## config.mk

```make
export PLATFORM = sky130hd
export DESIGN_NAME = fced_detect
export DESIGN_NICKNAME = d
export VERILOG_FILES = /design/src/fced_pkg.sv /design/src/fced_detect.sv
export SDC_FILE = /design/constraint.sdc
export NUM_CORES = 1
export LEC_CHECK = 0
export ABC_CLOCK_PERIOD_IN_PS = 2300
export BUFFER_PORTS_ARGS = -buffer_cell sky130_fd_sc_hd__buf_2
export CELL_PAD_IN_SITES_DETAIL_PLACEMENT = 1
export CELL_PAD_IN_SITES_GLOBAL_PLACEMENT = 2
export CORE_MARGIN = 4
export CORE_UTILIZATION = 25
export DETAILED_ROUTE_END_ITERATION = 6
export HOLD_SLACK_MARGIN = 0.15
export PLACE_DENSITY_LB_ADDON = 0.1
export SKIP_LAST_GASP = 1
export SYNTH_ARGS = -nofsm -noshare
export SYNTH_HDL_FRONTEND = slang
export SYNTH_SLANG_ARGS = --single-unit
```

## constraint.sdc

```tcl
create_clock -name clk_i -period 2.3 [get_ports clk_i]
set_input_delay 0.46 -clock clk_i [delete_from_list [all_inputs] [get_ports clk_i]]
set_output_delay 0.46 -clock clk_i [all_outputs]
set_load 0.02 [all_outputs]
```

## src/fced_pkg.sv

```systemverilog
// package: register map, command codes, flag layout and limits of the flash command error detector
package fced_pkg;
  // register byte offsets on the wishbone slave
  localparam logic [7:0] FCED_CTRL_OFS = 8'h00;
  localparam logic [7:0] FCED_SADDR_OFS = 8'h04;
  localparam logic [7:0] FCED_EADDR_OFS = 8'h08;
  localparam logic [7:0] FCED_CMD_OFS = 8'h0C;
  localparam logic [7:0] FCED_WINDOW_OFS = 8'h10;
  localparam logic [7:0] FCED_STATUS_OFS = 8'h14;
  localparam logic [7:0] FCED_IRQEN_OFS = 8'h18;

  // control register fields
  localparam int FCED_CTRL_MODE_LSB = 0;
  localparam int FCED_CTRL_LARGE_BIT = 2;
  localparam int FCED_CTRL_WLOCK_BIT = 3;
  localparam int FCED_CTRL_PEEN_BIT = 4;
  localparam logic [4:0] FCED_CTRL_RESET = 5'h08;

  // operating modes held in the control register
  localparam logic [1:0] FCED_MODE_READ = 2'h0;
  localparam logic [1:0] FCED_MODE_CODE_PE = 2'h1;
  localparam logic [1:0] FCED_MODE_DATA_PE = 2'h2;

  // command register fields and command codes
  localparam int FCED_CMD_WINSEL_BIT = 8;
  localparam logic [3:0] FCED_OP_PROGRAM = 4'h1;
  localparam logic [3:0] FCED_OP_BLOCK_ERASE = 4'h2;
  localparam logic [3:0] FCED_OP_MULTI_ERASE = 4'h3;
  localparam logic [3:0] FCED_OP_BLANK_CHECK = 4'h4;
  localparam logic [3:0] FCED_OP_CFG_PROGRAM = 4'h5;
  localparam logic [3:0] FCED_OP_CFG_SETTING = 4'h6;
  localparam logic [3:0] FCED_OP_SUSPEND = 4'h7;
  localparam logic [3:0] FCED_OP_RESUME = 4'h8;
  localparam logic [3:0] FCED_OP_RECOVER = 4'h9;

  // address limits of the violation checks
  localparam logic [16:0] FCED_DF_VIOL_LO = 17'h08000;
  localparam logic [16:0] FCED_DF_VIOL_HI = 17'h1FFFF;
  localparam logic [23:0] FCED_CF_LIMIT_LARGE = 24'hDFFFFF;
  localparam logic [23:0] FCED_CF_LIMIT_SMALL = 24'hEFFFFF;
  localparam logic [9:0] FCED_CFG_LOW_HI = 10'h0FF;
  localparam logic [9:0] FCED_CFG_HIGH_LO = 10'h180;
  localparam int FCED_BLK_LSB = 13;
  localparam int FCED_BLK_W = 11;
  localparam int FCED_WIN_END_LSB = 16;

  // status register fields above the ten error flags
  localparam int FCED_ST_LOCK_BIT = 10;
  localparam int FCED_ST_BUSY_BIT = 11;
  localparam int FCED_ST_SUSP_BIT = 12;

  // interrupt enable fields
  localparam int FCED_IE_LOCK_BIT = 0;
  localparam int FCED_IE_DATA_AREA_VIOLATION_FLAG_BIT = 1;
  localparam int FCED_IE_CODE_AREA_VIOLATION_FLAG_BIT = 2;

  // ten error flags, msb first as they sit in the status register
  typedef struct packed {
    logic illegal_command_flag;
    logic entry_setting_error_flag;
    logic security_error_flag;
    logic other_error_flag;
    logic illegal_state_flag;
    logic erase_error_flag;
    logic program_error_flag;
    logic write_enable_error_flag;
    logic code_area_violation_flag;
    logic data_area_violation_flag;
  } fced_flags_type;

  localparam fced_flags_type FCED_FLAGS_RESET = '0;

  // sequencer states
  typedef enum logic [1:0] {FCED_IDLE, FCED_BUSY, FCED_SUSPENDED} fced_state_type;
endpackage : fced_pkg

```

## src/fced_detect.sv

```systemverilog
// file: flash command error detection and command lock with a wishbone register slave
`timescale 1ns/10ps
// How it works
// - multi-block erase with start above end or end in data hole: illegal command
// - command not accepted in current mode sets illegal command and illegal state only
// - code mode program or block erase outside access window: illegal command and illegal state
// - program into block whose erase is suspended: illegal command and illegal state
// - command with acceptance conditions unmet sets illegal state, other flags kept
// - erase failure sets only the erase error flag
// - program failure sets only the program error flag, the erase error flag while an erase is suspended
// - code mode program or block erase at or below limit: code violation, illegal state
// - code mode config program in low or upper config hole: code violation
// - data mode program or erase in data hole: data violation, illegal state
// - data mode multi erase or blank check in hole: three flags together
// - window or boot swap setting while window lock bit is 0: security error
// - any command area access in read mode: other error and illegal state
// - command area read in either program/erase mode: other error and illegal state
// - command other than config setting while protect disables programming: write enable error, no illegal state
// - multi erase refused for address order or end in hole also flags data violation on start address
// - command other than recovery while locked in program/erase mode sets illegal state and illegal command, others kept
// - lock during operation lets it run on; later suspend cannot stop it
// - error interrupt when lock, data or code violation flag and its enable set
module fced_detect
  import fced_pkg::*;
#(
  parameter int OP_CYCLES = 16
) (
  // clock and reset
  input wire logic clk_i,
  input wire logic rst_i,
  // wishbone slave
  input wire logic wb_cyc_i,
  input wire logic wb_stb_i,
  input wire logic wb_we_i,
  input wire logic [7:0] wb_adr_i,
  input wire logic [3:0] wb_sel_i,
  input wire logic [31:0] wb_dat_i,
  output logic [31:0] wb_dat_o,
  output logic wb_ack_o,
  // flash core result and sequencer outputs
  input wire logic op_fail_i,
  output logic busy_o,
  output logic err_irq_o
);
  localparam logic [15:0] OP_LAST = 16'(OP_CYCLES - 1);

  // register state
  logic [4:0] ctrl_q, ctrl_d;
  logic [23:0] start_address_reg_q, start_address_reg_d;
  logic [23:0] end_address_reg_q, end_address_reg_d;
  logic [31:0] access_window_reg_q, access_window_reg_d;
  logic [2:0] irq_en_q, irq_en_d;
  fced_flags_type flags_q, flags_d;
  logic command_lock_flag_q, command_lock_flag_d;
  fced_state_type state_q, state_d;
  logic op_erase_q, op_erase_d;
  logic [FCED_BLK_W-1:0] susp_blk_q, susp_blk_d;
  logic [15:0] cnt_q, cnt_d;
  logic ack_q, ack_d;
  logic [31:0] rdat_q, rdat_d;
  logic irq_q, irq_d;
  logic busy_q, busy_d;

  // decoded helpers
  logic acc, wr, rd;
  logic [3:0] op;
  logic [1:0] mode;
  logic [23:0] cf_limit;
  logic [FCED_BLK_W-1:0] blk, win_lo, win_hi;
  logic sa_df, ea_df, pe_cmd, multi_or_bc;
  logic [31:0] wmask;

  // a request is served once; ack drops in the cycle after it was given
  assign acc = wb_cyc_i && wb_stb_i && !ack_q;
  assign wr = acc && wb_we_i;
  assign rd = acc && !wb_we_i;
  assign op = wb_dat_i[3:0];
  assign mode = ctrl_q[FCED_CTRL_MODE_LSB +: 2];
  assign cf_limit = ctrl_q[FCED_CTRL_LARGE_BIT] ? FCED_CF_LIMIT_LARGE : FCED_CF_LIMIT_SMALL;
  assign blk = start_address_reg_q[FCED_BLK_LSB +: FCED_BLK_W];
  assign win_lo = access_window_reg_q[0 +: FCED_BLK_W];
  assign win_hi = access_window_reg_q[FCED_WIN_END_LSB +: FCED_BLK_W];
  assign sa_df = start_address_reg_q[16:0] >= FCED_DF_VIOL_LO && start_address_reg_q[16:0] <= FCED_DF_VIOL_HI;
  assign ea_df = end_address_reg_q[16:0] >= FCED_DF_VIOL_LO && end_address_reg_q[16:0] <= FCED_DF_VIOL_HI;
  assign pe_cmd = op == FCED_OP_PROGRAM || op == FCED_OP_BLOCK_ERASE;
  assign multi_or_bc = op == FCED_OP_MULTI_ERASE || op == FCED_OP_BLANK_CHECK;
  assign wmask = {{8{wb_sel_i[3]}}, {8{wb_sel_i[2]}}, {8{wb_sel_i[1]}}, {8{wb_sel_i[0]}}};

  // next state of registers, flags, lock and sequencer
  always_comb begin
    fced_flags_type ev;
    logic lock_ev;
    logic start_op;
    ev = FCED_FLAGS_RESET;
    lock_ev = 1'b0;
    start_op = 1'b0;
    ctrl_d = ctrl_q;
    start_address_reg_d = start_address_reg_q;
    end_address_reg_d = end_address_reg_q;
    access_window_reg_d = access_window_reg_q;
    irq_en_d = irq_en_q;
    flags_d = flags_q;
    command_lock_flag_d = command_lock_flag_q;
    state_d = state_q;
    op_erase_d = op_erase_q;
    susp_blk_d = susp_blk_q;
    cnt_d = cnt_q;
    ack_d = acc;
    rdat_d = '0;

    // running operation keeps counting even when locked
    if (state_q == FCED_BUSY) begin
      cnt_d = cnt_q + 16'h0001;
      if (cnt_q == OP_LAST) begin
        state_d = FCED_IDLE;
        cnt_d = '0;
        if (op_fail_i && op_erase_q) ev.erase_error_flag = 1'b1;
        if (op_fail_i && !op_erase_q) ev.program_error_flag = 1'b1;
      end
    end

    // plain register writes with byte lanes
    if (wr) begin
      unique case (wb_adr_i)
        FCED_CTRL_OFS: ctrl_d = (ctrl_q & ~wmask[4:0]) | (wb_dat_i[4:0] & wmask[4:0]);
        FCED_SADDR_OFS: start_address_reg_d = (start_address_reg_q & ~wmask[23:0]) | (wb_dat_i[23:0] & wmask[23:0]);
        FCED_EADDR_OFS: end_address_reg_d = (end_address_reg_q & ~wmask[23:0]) | (wb_dat_i[23:0] & wmask[23:0]);
        FCED_WINDOW_OFS: access_window_reg_d = (access_window_reg_q & ~wmask) | (wb_dat_i & wmask);
        FCED_IRQEN_OFS: irq_en_d = (irq_en_q & ~wmask[2:0]) | (wb_dat_i[2:0] & wmask[2:0]);
        default: ;
      endcase
    end

    // reads; unmapped offsets answer zero
    if (rd) begin
      unique case (wb_adr_i)
        FCED_CTRL_OFS: rdat_d = {27'h0000000, ctrl_q};
        FCED_SADDR_OFS: rdat_d = {8'h00, start_address_reg_q};
        FCED_EADDR_OFS: rdat_d = {8'h00, end_address_reg_q};
        FCED_WINDOW_OFS: rdat_d = access_window_reg_q;
        FCED_IRQEN_OFS: rdat_d = {29'h00000000, irq_en_q};
        FCED_STATUS_OFS: rdat_d = {19'h00000, state_q == FCED_SUSPENDED, state_q == FCED_BUSY,
                                   command_lock_flag_q, flags_q};
        default: rdat_d = '0;
      endcase
    end

    // command area access: read and read-mode hazards first
    if (acc && wb_adr_i == FCED_CMD_OFS) begin
      if (mode == FCED_MODE_READ || !wb_we_i) begin
        ev.other_error_flag = 1'b1;
        ev.illegal_state_flag = 1'b1;
      end else if (op == FCED_OP_RECOVER) begin
        // recovery clears flags and lock; same-cycle events are added after this
        flags_d = FCED_FLAGS_RESET;
        command_lock_flag_d = 1'b0;
      end else if (command_lock_flag_q) begin
        // a running operation is not touched here, so a suspend cannot stop it
        ev.illegal_command_flag = 1'b1;
        ev.illegal_state_flag = 1'b1;
      end else if (op == FCED_OP_SUSPEND) begin
        if (state_q == FCED_BUSY && op_erase_q) begin
          state_d = FCED_SUSPENDED;
          cnt_d = cnt_q;
        end else begin
          ev.illegal_state_flag = 1'b1;
        end
      end else if (op == FCED_OP_RESUME) begin
        if (state_q == FCED_SUSPENDED) state_d = FCED_BUSY;
        else ev.illegal_state_flag = 1'b1;
      end else if (state_q == FCED_BUSY) begin
        ev.illegal_state_flag = 1'b1;
      end else if (op < FCED_OP_PROGRAM || op > FCED_OP_CFG_SETTING
                   || (mode != FCED_MODE_CODE_PE && mode != FCED_MODE_DATA_PE)
                   || (mode == FCED_MODE_CODE_PE && op == FCED_OP_BLANK_CHECK)
                   || (mode == FCED_MODE_DATA_PE && (op == FCED_OP_CFG_PROGRAM || op == FCED_OP_CFG_SETTING))
                   || (state_q == FCED_SUSPENDED && op != FCED_OP_PROGRAM)) begin
        ev.illegal_command_flag = 1'b1;
        ev.illegal_state_flag = 1'b1;
      end else if (mode == FCED_MODE_DATA_PE && multi_or_bc && sa_df) begin
        // data hole on a range command: this case outranks the start/end order check
        ev.illegal_command_flag = 1'b1;
        ev.illegal_state_flag = 1'b1;
        ev.data_area_violation_flag = 1'b1;
      end else if (op == FCED_OP_MULTI_ERASE
                   && (start_address_reg_q > end_address_reg_q || ea_df)) begin
        ev.illegal_command_flag = 1'b1;
        ev.illegal_state_flag = 1'b1;
        ev.data_area_violation_flag = sa_df;
      end else if (mode == FCED_MODE_CODE_PE && pe_cmd && start_address_reg_q <= cf_limit) begin
        // limit depends on the part size bit; the equal case counts as a violation
        ev.code_area_violation_flag = 1'b1;
        ev.illegal_state_flag = 1'b1;
      end else if (mode == FCED_MODE_CODE_PE && op == FCED_OP_CFG_PROGRAM
                   && (start_address_reg_q[9:0] <= FCED_CFG_LOW_HI
                       || start_address_reg_q[9:0] >= FCED_CFG_HIGH_LO)) begin
        // only the middle slice of the config page may be programmed
        ev.code_area_violation_flag = 1'b1;
        ev.illegal_state_flag = 1'b1;
      end else if (mode == FCED_MODE_DATA_PE && pe_cmd && sa_df) begin
        ev.data_area_violation_flag = 1'b1;
        ev.illegal_state_flag = 1'b1;
      end else if (op == FCED_OP_CFG_SETTING && wb_dat_i[FCED_CMD_WINSEL_BIT]
                   && !ctrl_q[FCED_CTRL_WLOCK_BIT]) begin
        // while the window lock bit is clear a window or boot swap setting is refused
        ev.security_error_flag = 1'b1;
        ev.illegal_state_flag = 1'b1;
      end else if (mode == FCED_MODE_CODE_PE && pe_cmd && (blk < win_lo || blk > win_hi)) begin
        // window bounds are whole blocks, both ends inclusive
        ev.illegal_command_flag = 1'b1;
        ev.illegal_state_flag = 1'b1;
      end else if (state_q == FCED_SUSPENDED && blk == susp_blk_q) begin
        // the suspended block holds half-erased data, so programming it is refused
        ev.illegal_command_flag = 1'b1;
        ev.illegal_state_flag = 1'b1;
      end else if (op != FCED_OP_CFG_SETTING && !ctrl_q[FCED_CTRL_PEEN_BIT]) begin
        // protect register blocks the write; no lock results
        ev.write_enable_error_flag = 1'b1;
      end else begin
        start_op = 1'b1;
      end
    end

    // launch: suspended erase remembers its block while a program runs
    if (start_op) begin
      if (state_q == FCED_IDLE) begin
        susp_blk_d = blk;
        op_erase_d = op != FCED_OP_PROGRAM && op != FCED_OP_CFG_PROGRAM && op != FCED_OP_CFG_SETTING;
      end
      state_d = FCED_BUSY;
      cnt_d = '0;
    end

    // set wins over the recovery clear; other flags keep their values
    lock_ev = ev.illegal_state_flag;
    flags_d = flags_d | ev;
    if (lock_ev) command_lock_flag_d = 1'b1;
  end

  // error interrupt and busy outputs come from flip-flops
  always_comb begin
    irq_d = (command_lock_flag_d && irq_en_d[FCED_IE_LOCK_BIT])
            || (flags_d.data_area_violation_flag && irq_en_d[FCED_IE_DATA_AREA_VIOLATION_FLAG_BIT])
            || (flags_d.code_area_violation_flag && irq_en_d[FCED_IE_CODE_AREA_VIOLATION_FLAG_BIT]);
    busy_d = state_d == FCED_BUSY;
  end

  // registers only
  always_ff @(posedge clk_i) begin
    if (rst_i) begin
      ctrl_q <= FCED_CTRL_RESET;
      start_address_reg_q <= '0;
      end_address_reg_q <= '0;
      access_window_reg_q <= '0;
      irq_en_q <= '0;
      flags_q <= FCED_FLAGS_RESET;
      command_lock_flag_q <= 1'b0;
      state_q <= FCED_IDLE;
      op_erase_q <= 1'b0;
      susp_blk_q <= '0;
      cnt_q <= '0;
      ack_q <= 1'b0;
      rdat_q <= '0;
      irq_q <= 1'b0;
      busy_q <= 1'b0;
    end else begin
      ctrl_q <= ctrl_d;
      start_address_reg_q <= start_address_reg_d;
      end_address_reg_q <= end_address_reg_d;
      access_window_reg_q <= access_window_reg_d;
      irq_en_q <= irq_en_d;
      flags_q <= flags_d;
      command_lock_flag_q <= command_lock_flag_d;
      state_q <= state_d;
      op_erase_q <= op_erase_d;
      susp_blk_q <= susp_blk_d;
      cnt_q <= cnt_d;
      ack_q <= ack_d;
      rdat_q <= rdat_d;
      irq_q <= irq_d;
      busy_q <= busy_d;
    end
  end

  // port drive
  assign wb_ack_o = ack_q;
  assign wb_dat_o = rdat_q;
  assign err_irq_o = irq_q;
  assign busy_o = busy_q;
endmodule : fced_detect

```

==> flow_summary.toml, run 1 <==
[run]
cap_violations = 0

[setup_path]
path_delay_family = "simple AND/OR/NAND/NOR gates"
crit_path_end_kind = "register"
r2r_slack_ps = -470
critPathSlowestCell = "nor4bb_4"
critPathKind = "register to register"
path_buf_inv = 2
startpoint_type = "register"
worstPathCellList = "buf_6 > ha_4 > nand4_1 > nor4bb_4 > buf_4 > nand2b_4 > and2_4 > a211oi_4 > and4b_4 > a41oi_4 > nor3b_2"
r2r_cells = 11
worstPathArrival_ps = 3080
cp_slowest_stage_delay_ps = 370
path_max_fanout = 4
r2r_end = "state_q[1]"
required_ps = 2610

[sta]
hold_slack_ps = 256
hold_violations = 0
setup_violations = 37
timing.fmax_mhz = 361
fin_worst_skew_ps = 12.5
fin_crit_ps = 2770
tightest_slew_ps = 648
slew-limit-headroom_pct = 56.8
rsz0062_at_grt = "true"
worst_slack_ps = -467
period_share_pct = 120
final_max_slew_viol_count = 0

[drt]
dr.pass1.iters = 4
viasPerCell = 4.67
num_vias = 7559
routed_wl_um = 30800
postRouteAntennaNets = 0
wire_per_inst_um = 19.0
drc = 0
drt_iter0_markers = 338

[worst_hold_path]
min_from = "wb_dat_i[25]"
hold_depth = 3
min_path_type = "input pin to register"

[clock_tree]
ctsHoldBuffers = 0
clock_latency_ps = 450
cts_sinks = 163
htree_levels = 4
cts_max_path_buffers = 2
cts-root-buf = "clkbuf_16"
clk_pin_slew_ps = 70
cts_made_buffers = 17
cts_tree = "built"

[synth]
synth_compound_area_share_pct = 11.3
yosysTopAreaCellShare_pct = 40.1
synth-xor-area-share_pct = 2.80
syn_area_um2 = 8130
synthMuxAreaShare_pct = 11.8
yosysTopAreaCell = "dfxtp_1"
ys_seq_elements = 163
ys_async_sr_fraction_pct = 0
syn_inst = 915
ys_warn_count = 0
synth_fa_ha_area_share_pct = 7.85
ys_seq_area_share_pct = 40.1
synthSimpleGateAreaFrac_pct = 21.3
synthTopCellsByArea = "dfxtp_1, mux2i_1, ha_1"
synth_edf_count = 0
yosysUniqueCellTypes = 63
synthFlopType = "dfxtp_1"
avgSynthCellArea_um2 = 8.88
synth_top_family_by_area = "simple AND/OR/NAND/NOR gates"
synth_nets = 1016

[global_routing]
grt_usage_pct = 17.4
gr-total-overflow = 0
antenna_found_initial = 0
grt_pass1_wl_um = 47600
grt_start_max_net_pins = 118
grt_pass1_vias = 7958

[layout]
multi_input_area_um2 = 4770
area_delta_synth_final_pct = 41.4
fin_nets = 1272
regArea_um2 = 3290
layout-drive-gt1-share_pct = 33.3
fillCellCount = 3738

[place]
gp_congestion = 0.794
dp_hpwl_um = 23300
port_buffers = 84
place_ws_ps = -624

[pwr]
max-vdd-ir-drop_v = 0.000512
leakage_uw = 0.00462
power_density_nw_per_um2 = 532

[outcome]
status = "finished with violations"
violations = "setup timing"

[floorplanning]
dieHeight_um = 188
initial_utilization_pct = 25.6
core_area_um2 = 31800
die_width_um = 188
boundaryPins = 85
dieArea_um2 = 35500
row_count = 65
==> Yosys cell counts, drive strengths merged, types with 3 or more instances <==
cell type,n
o211ai,4
buf,9
and2,10
a21oi,47
clkbuf,29
a222oi,18
nor4b,4
a22oi,11
or2,4
ha,51
a31oi,4
nand3,15
or4,4
a32oi,3
nor2,158
and3,8
xnor2,18
mux2i,88
nand3b,3
nor3b,4
nand2b,9
a211oi,6
and4,3
nor3,16
nor4bb,3
mux2,7
inv,58
dfxtp,163
a2111oi,3
xor2,8
nor4,6
and2b,3
o21ai,26
nand4,19
nor2b,12
nand2,59
==> kinds of logic after synthesis <==
kind of cell             Yosys count
AO/OA/AOI/OAI                    137
XOR/XNOR                          26
adder cells (fa/ha/maj)           51
buffers and inverters             96
flip-flops                       163
multiplexers                      95
AND/OR/NAND/NOR                  347
==> final cells by class <==
type	instances	share of cell area, %
inverters	58	1.89
diodes	1	0.0218
clock buffers	19	3.94
clock inverters	13	1.36
well taps	435	4.74
multi-input cells	657	41.5
flip-flops and latches	163	28.6
repair buffers	274	17.9
==> layout by cell type (no fill, tap or decap), types with 12 or more instances in the layout <==
cell type  instances
nand2_1           57
nor3_1            12
a21oi_1           45
nor2_2            15
inv_1             56
nand4_1           19
xnor2_1           18
nor2_1           142
nand3_1           12
ha_1              46
clkbuf_16         17
dfxtp_1          149
a222oi_1          18
dfxtp_2           12
buf_2             83
o21ai_0           24
mux2i_1           88
buf_4            172
buf_12            16
==> through the flow <==
step                      power, µW  cell area [µm²]  instances  utilization, %  TNS [ps]
after CTS                      6230            11400       1616            35.8    -15290
after global placement         3130            10600       1578            33.3    -30260
final                          6110            11500       1620            36.1    -14940
after detailed placement       3130            10600       1578            33.3    -29910
after global routing           6350            11500       1619            36.1    -20790
after floorplan                2980             8240        915               -     -2190
==> worst max path at each step <==
| stage | cells after the start | to |
|---|---|---|
| final | 11 | state_q[1] |
| after global routing | 11 | state_q[1] |
| after CTS | 11 | state_q[1] |
| after detailed placement | 10 | err_irq_o |
| after global placement | 10 | err_irq_o |
| after floorplan | 11 | cnt_q[6] |
==> what timing repair did <==
item,in CTS,in global routing
gates cloned,1,0
pin swaps,28,12
endpoints found under the setup margin,37,38
gates resized for setup,23,23
endpoints found under the hold margin,0,0
setup buffers,5,3
==> report_power, final <==
part / leakage (µW) / total (µW) / switching (µW) / internal, µW
combinational: 0.00301 / 250 / 159 / 91.6
clock: 0.000287 / 3040 / 1280 / 1760
sequential: 0.00132 / 2820 / 0.701 / 2820
total: 0.00462 / 6110 / 1440 / 4670
==> tightest hold or removal path, delay by kind of cell <==
family / cells / cell delay (ps)
AND/OR/NAND/NOR: 1 / 70
buffers and inverters: 1 / 80
multiplexers: 1 / 50
==> layer usage <==
| metal | vias to the layer above | GRT usage [%] | wire (µm) |
|---|---|---|---|
| li1 | 3730 | - | - |
| met1 | 3709 | 23.5 | 14900 |
| met2 | 101 | 29.2 | 14900 |
| met3 | 19 | 3.06 | 756 |
| met4 | 0 | 3.95 | 304 |
| met5 | - | 0 | 0 |
No activity file was read; power rests on OpenSTA's default activity.
==> run 2, diff against run 1 <==
--- a/config.mk
+++ b/config.mk
@@ -6,7 +6,7 @@
 export NUM_CORES = 1
 export LEC_CHECK = 0
 export ABC_CLOCK_PERIOD_IN_PS = 2300
-export BUFFER_PORTS_ARGS = -buffer_cell sky130_fd_sc_hd__buf_2
+export BUFFER_PORTS_ARGS = -buffer_cell sky130_fd_sc_hd__buf_4
 export CELL_PAD_IN_SITES_DETAIL_PLACEMENT = 1
 export CELL_PAD_IN_SITES_GLOBAL_PLACEMENT = 2
 export CORE_MARGIN = 4
==> flow_summary.toml, run 2 (synthesis gave the netlist of run 1 again) <==
[setup_path]
worstPathArrival_ps = 3040
worstPathCellList = "inv_2 > ha_4 > nand4_1 > nor4bb_4 > buf_4 > nand2b_1 > and2_4 > a211oi_4 > and4b_4 > a41oi_4 > nor3b_2"
startpoint_type = "register"
r2r_cells = 11
required_ps = 2610
critPathKind = "register to register"
cp_slowest_stage_delay_ps = 370
critPathSlowestCell = "and4b_4"
crit_path_end_kind = "register"
path_max_fanout = 4

[drt]
postRouteAntennaNets = 0
drc = 0
viasPerCell = 4.69
dr.pass1.iters = 5
num_vias = 7612
drt_iter0_markers = 321
wire_per_inst_um = 19.2
routed_wl_um = 31200

[global_routing]
grt_pass1_wl_um = 48100
grt_usage_pct = 17.6
grt_start_max_net_pins = 118
use_met3_pct = 3.08
grt_pass1_vias = 8013
grt.busiest_layer = "met2"
antenna_found_initial = 0
met2_usage_pct = 29.9
grtUsageMet1_pct = 23.3
gr-total-overflow = 0

[clock_tree]
cts_tree = "built"
cts_max_path_buffers = 2
clock_latency_ps = 450
cts_made_buffers = 17
cts-root-buf = "clkbuf_16"
clk_pin_slew_ps = 70
ctsHoldBuffers = 0
htree_levels = 4
cts_sinks = 163

[sta]
final_max_slew_viol_count = 0
fin_worst_skew_ps = 9.76
tightest_slew_ps = 713
rsz0062_at_grt = "true"
setup_tns_ps = -13240
worst_slack_ps = -436
slew-limit-headroom_pct = 52.5
setup_violations = 37
hold_violations = 0
period_share_pct = 119
timing.fmax_mhz = 366
hold_slack_ps = 255
fin_crit_ps = 2740

[layout]
final_cell_mix = "buf_4, nor2_1, dfxtp_1"
layout-drive-gt1-share_pct = 37.0
fin_nets = 1279
area_delta_synth_final_pct = 48.3
post-route-cell-area_um2 = 12100
mostFrequentLayoutCell = "buf_4"
fillCellCount = 3710
diodes = 0

[run]
cap_violations = 0

[floorplanning]
boundaryPins = 85
core_area_um2 = 31800
dieHeight_um = 188
row_count = 65
die_width_um = 188
initial_utilization_pct = 25.6
dieArea_um2 = 35500

[pwr]
power_uw = 6200
power_density_nw_per_um2 = 514
leakage_uw = 0.00477
p_clk_share_pct = 50.2
p_switching_uw = 1430
sequentialPowerShare_pct = 45.4
netSwitchingFraction_pct = 23.0
max-vdd-ir-drop_v = 0.000521
comb_power_share_pct = 4.4
p_int_uw = 4770

[place]
dp_hpwl_um = 23400
port_buffers = 84
placed_area_um2 = 10800
gp_congestion = 0.835
place_ws_ps = -648

[outcome]
status = "finished with violations"
violations = "setup timing"

[worst_hold_path]
min_path_type = "input pin to register"
hold_depth = 3
run 2: what timing repair did:
action	in CTS	in global routing
setup buffers	8	4
pin swaps	36	28
resized for setup	57	46
setup endpoints to repair	37	39
gates cloned	1	1
run 2: per-stage QoR:
stage,utilization (%),instances
2_1_floorplan,-,915
3_3_place_gp,34.1,1581
3_5_place_dp,34.1,1581
4_1_cts,37.2,1619
5_1_grt,37.9,1623
6_report,37.9,1623
run 2: critical path, delay by kind of cell (launching register included):
kind            cells  cell delay [ps]
fa+ha+maj           1              250
buf+inv             2              220
simple gates        6             1360
compound gates      2              410
flops               1              350
run 2: worst paths after layout:
path	startpoint	endpoint	slack, ps
max	register	state_q[1]	-440
min	wb_dat_i[25]	register	260
max reg2reg	register	state_q[1]	-440
min reg2reg	register	wb_dat_o[31]	450
run 2: power groups by stage:
stage	sequential [µW]	combinational, µW	clock, µW
floorplan	2890	93.3	0
global placement	2890	269	0
detailed placement	2890	267	0
CTS	2820	273	3230
global route	2810	295	3350
finish	2820	273	3110
run 2: final cells by class:
type	instances	area (µm²)	area share, %
clock buffers	18	439	3.64
clock inverters	11	179	1.48
inverters	58	218	1.81
multi-input cells	657	5000	41.5
flip-flops and latches	163	3310	27.5
well taps	435	544	4.51
repair buffers	281	2360	19.6
run 2: per-layer routing:
metal	vias to the layer above	share of wire, %
met2	92	49
met3	20	2.4
met4	0	1.4
met1	3748	47
met5	-	0
li1	3752	-
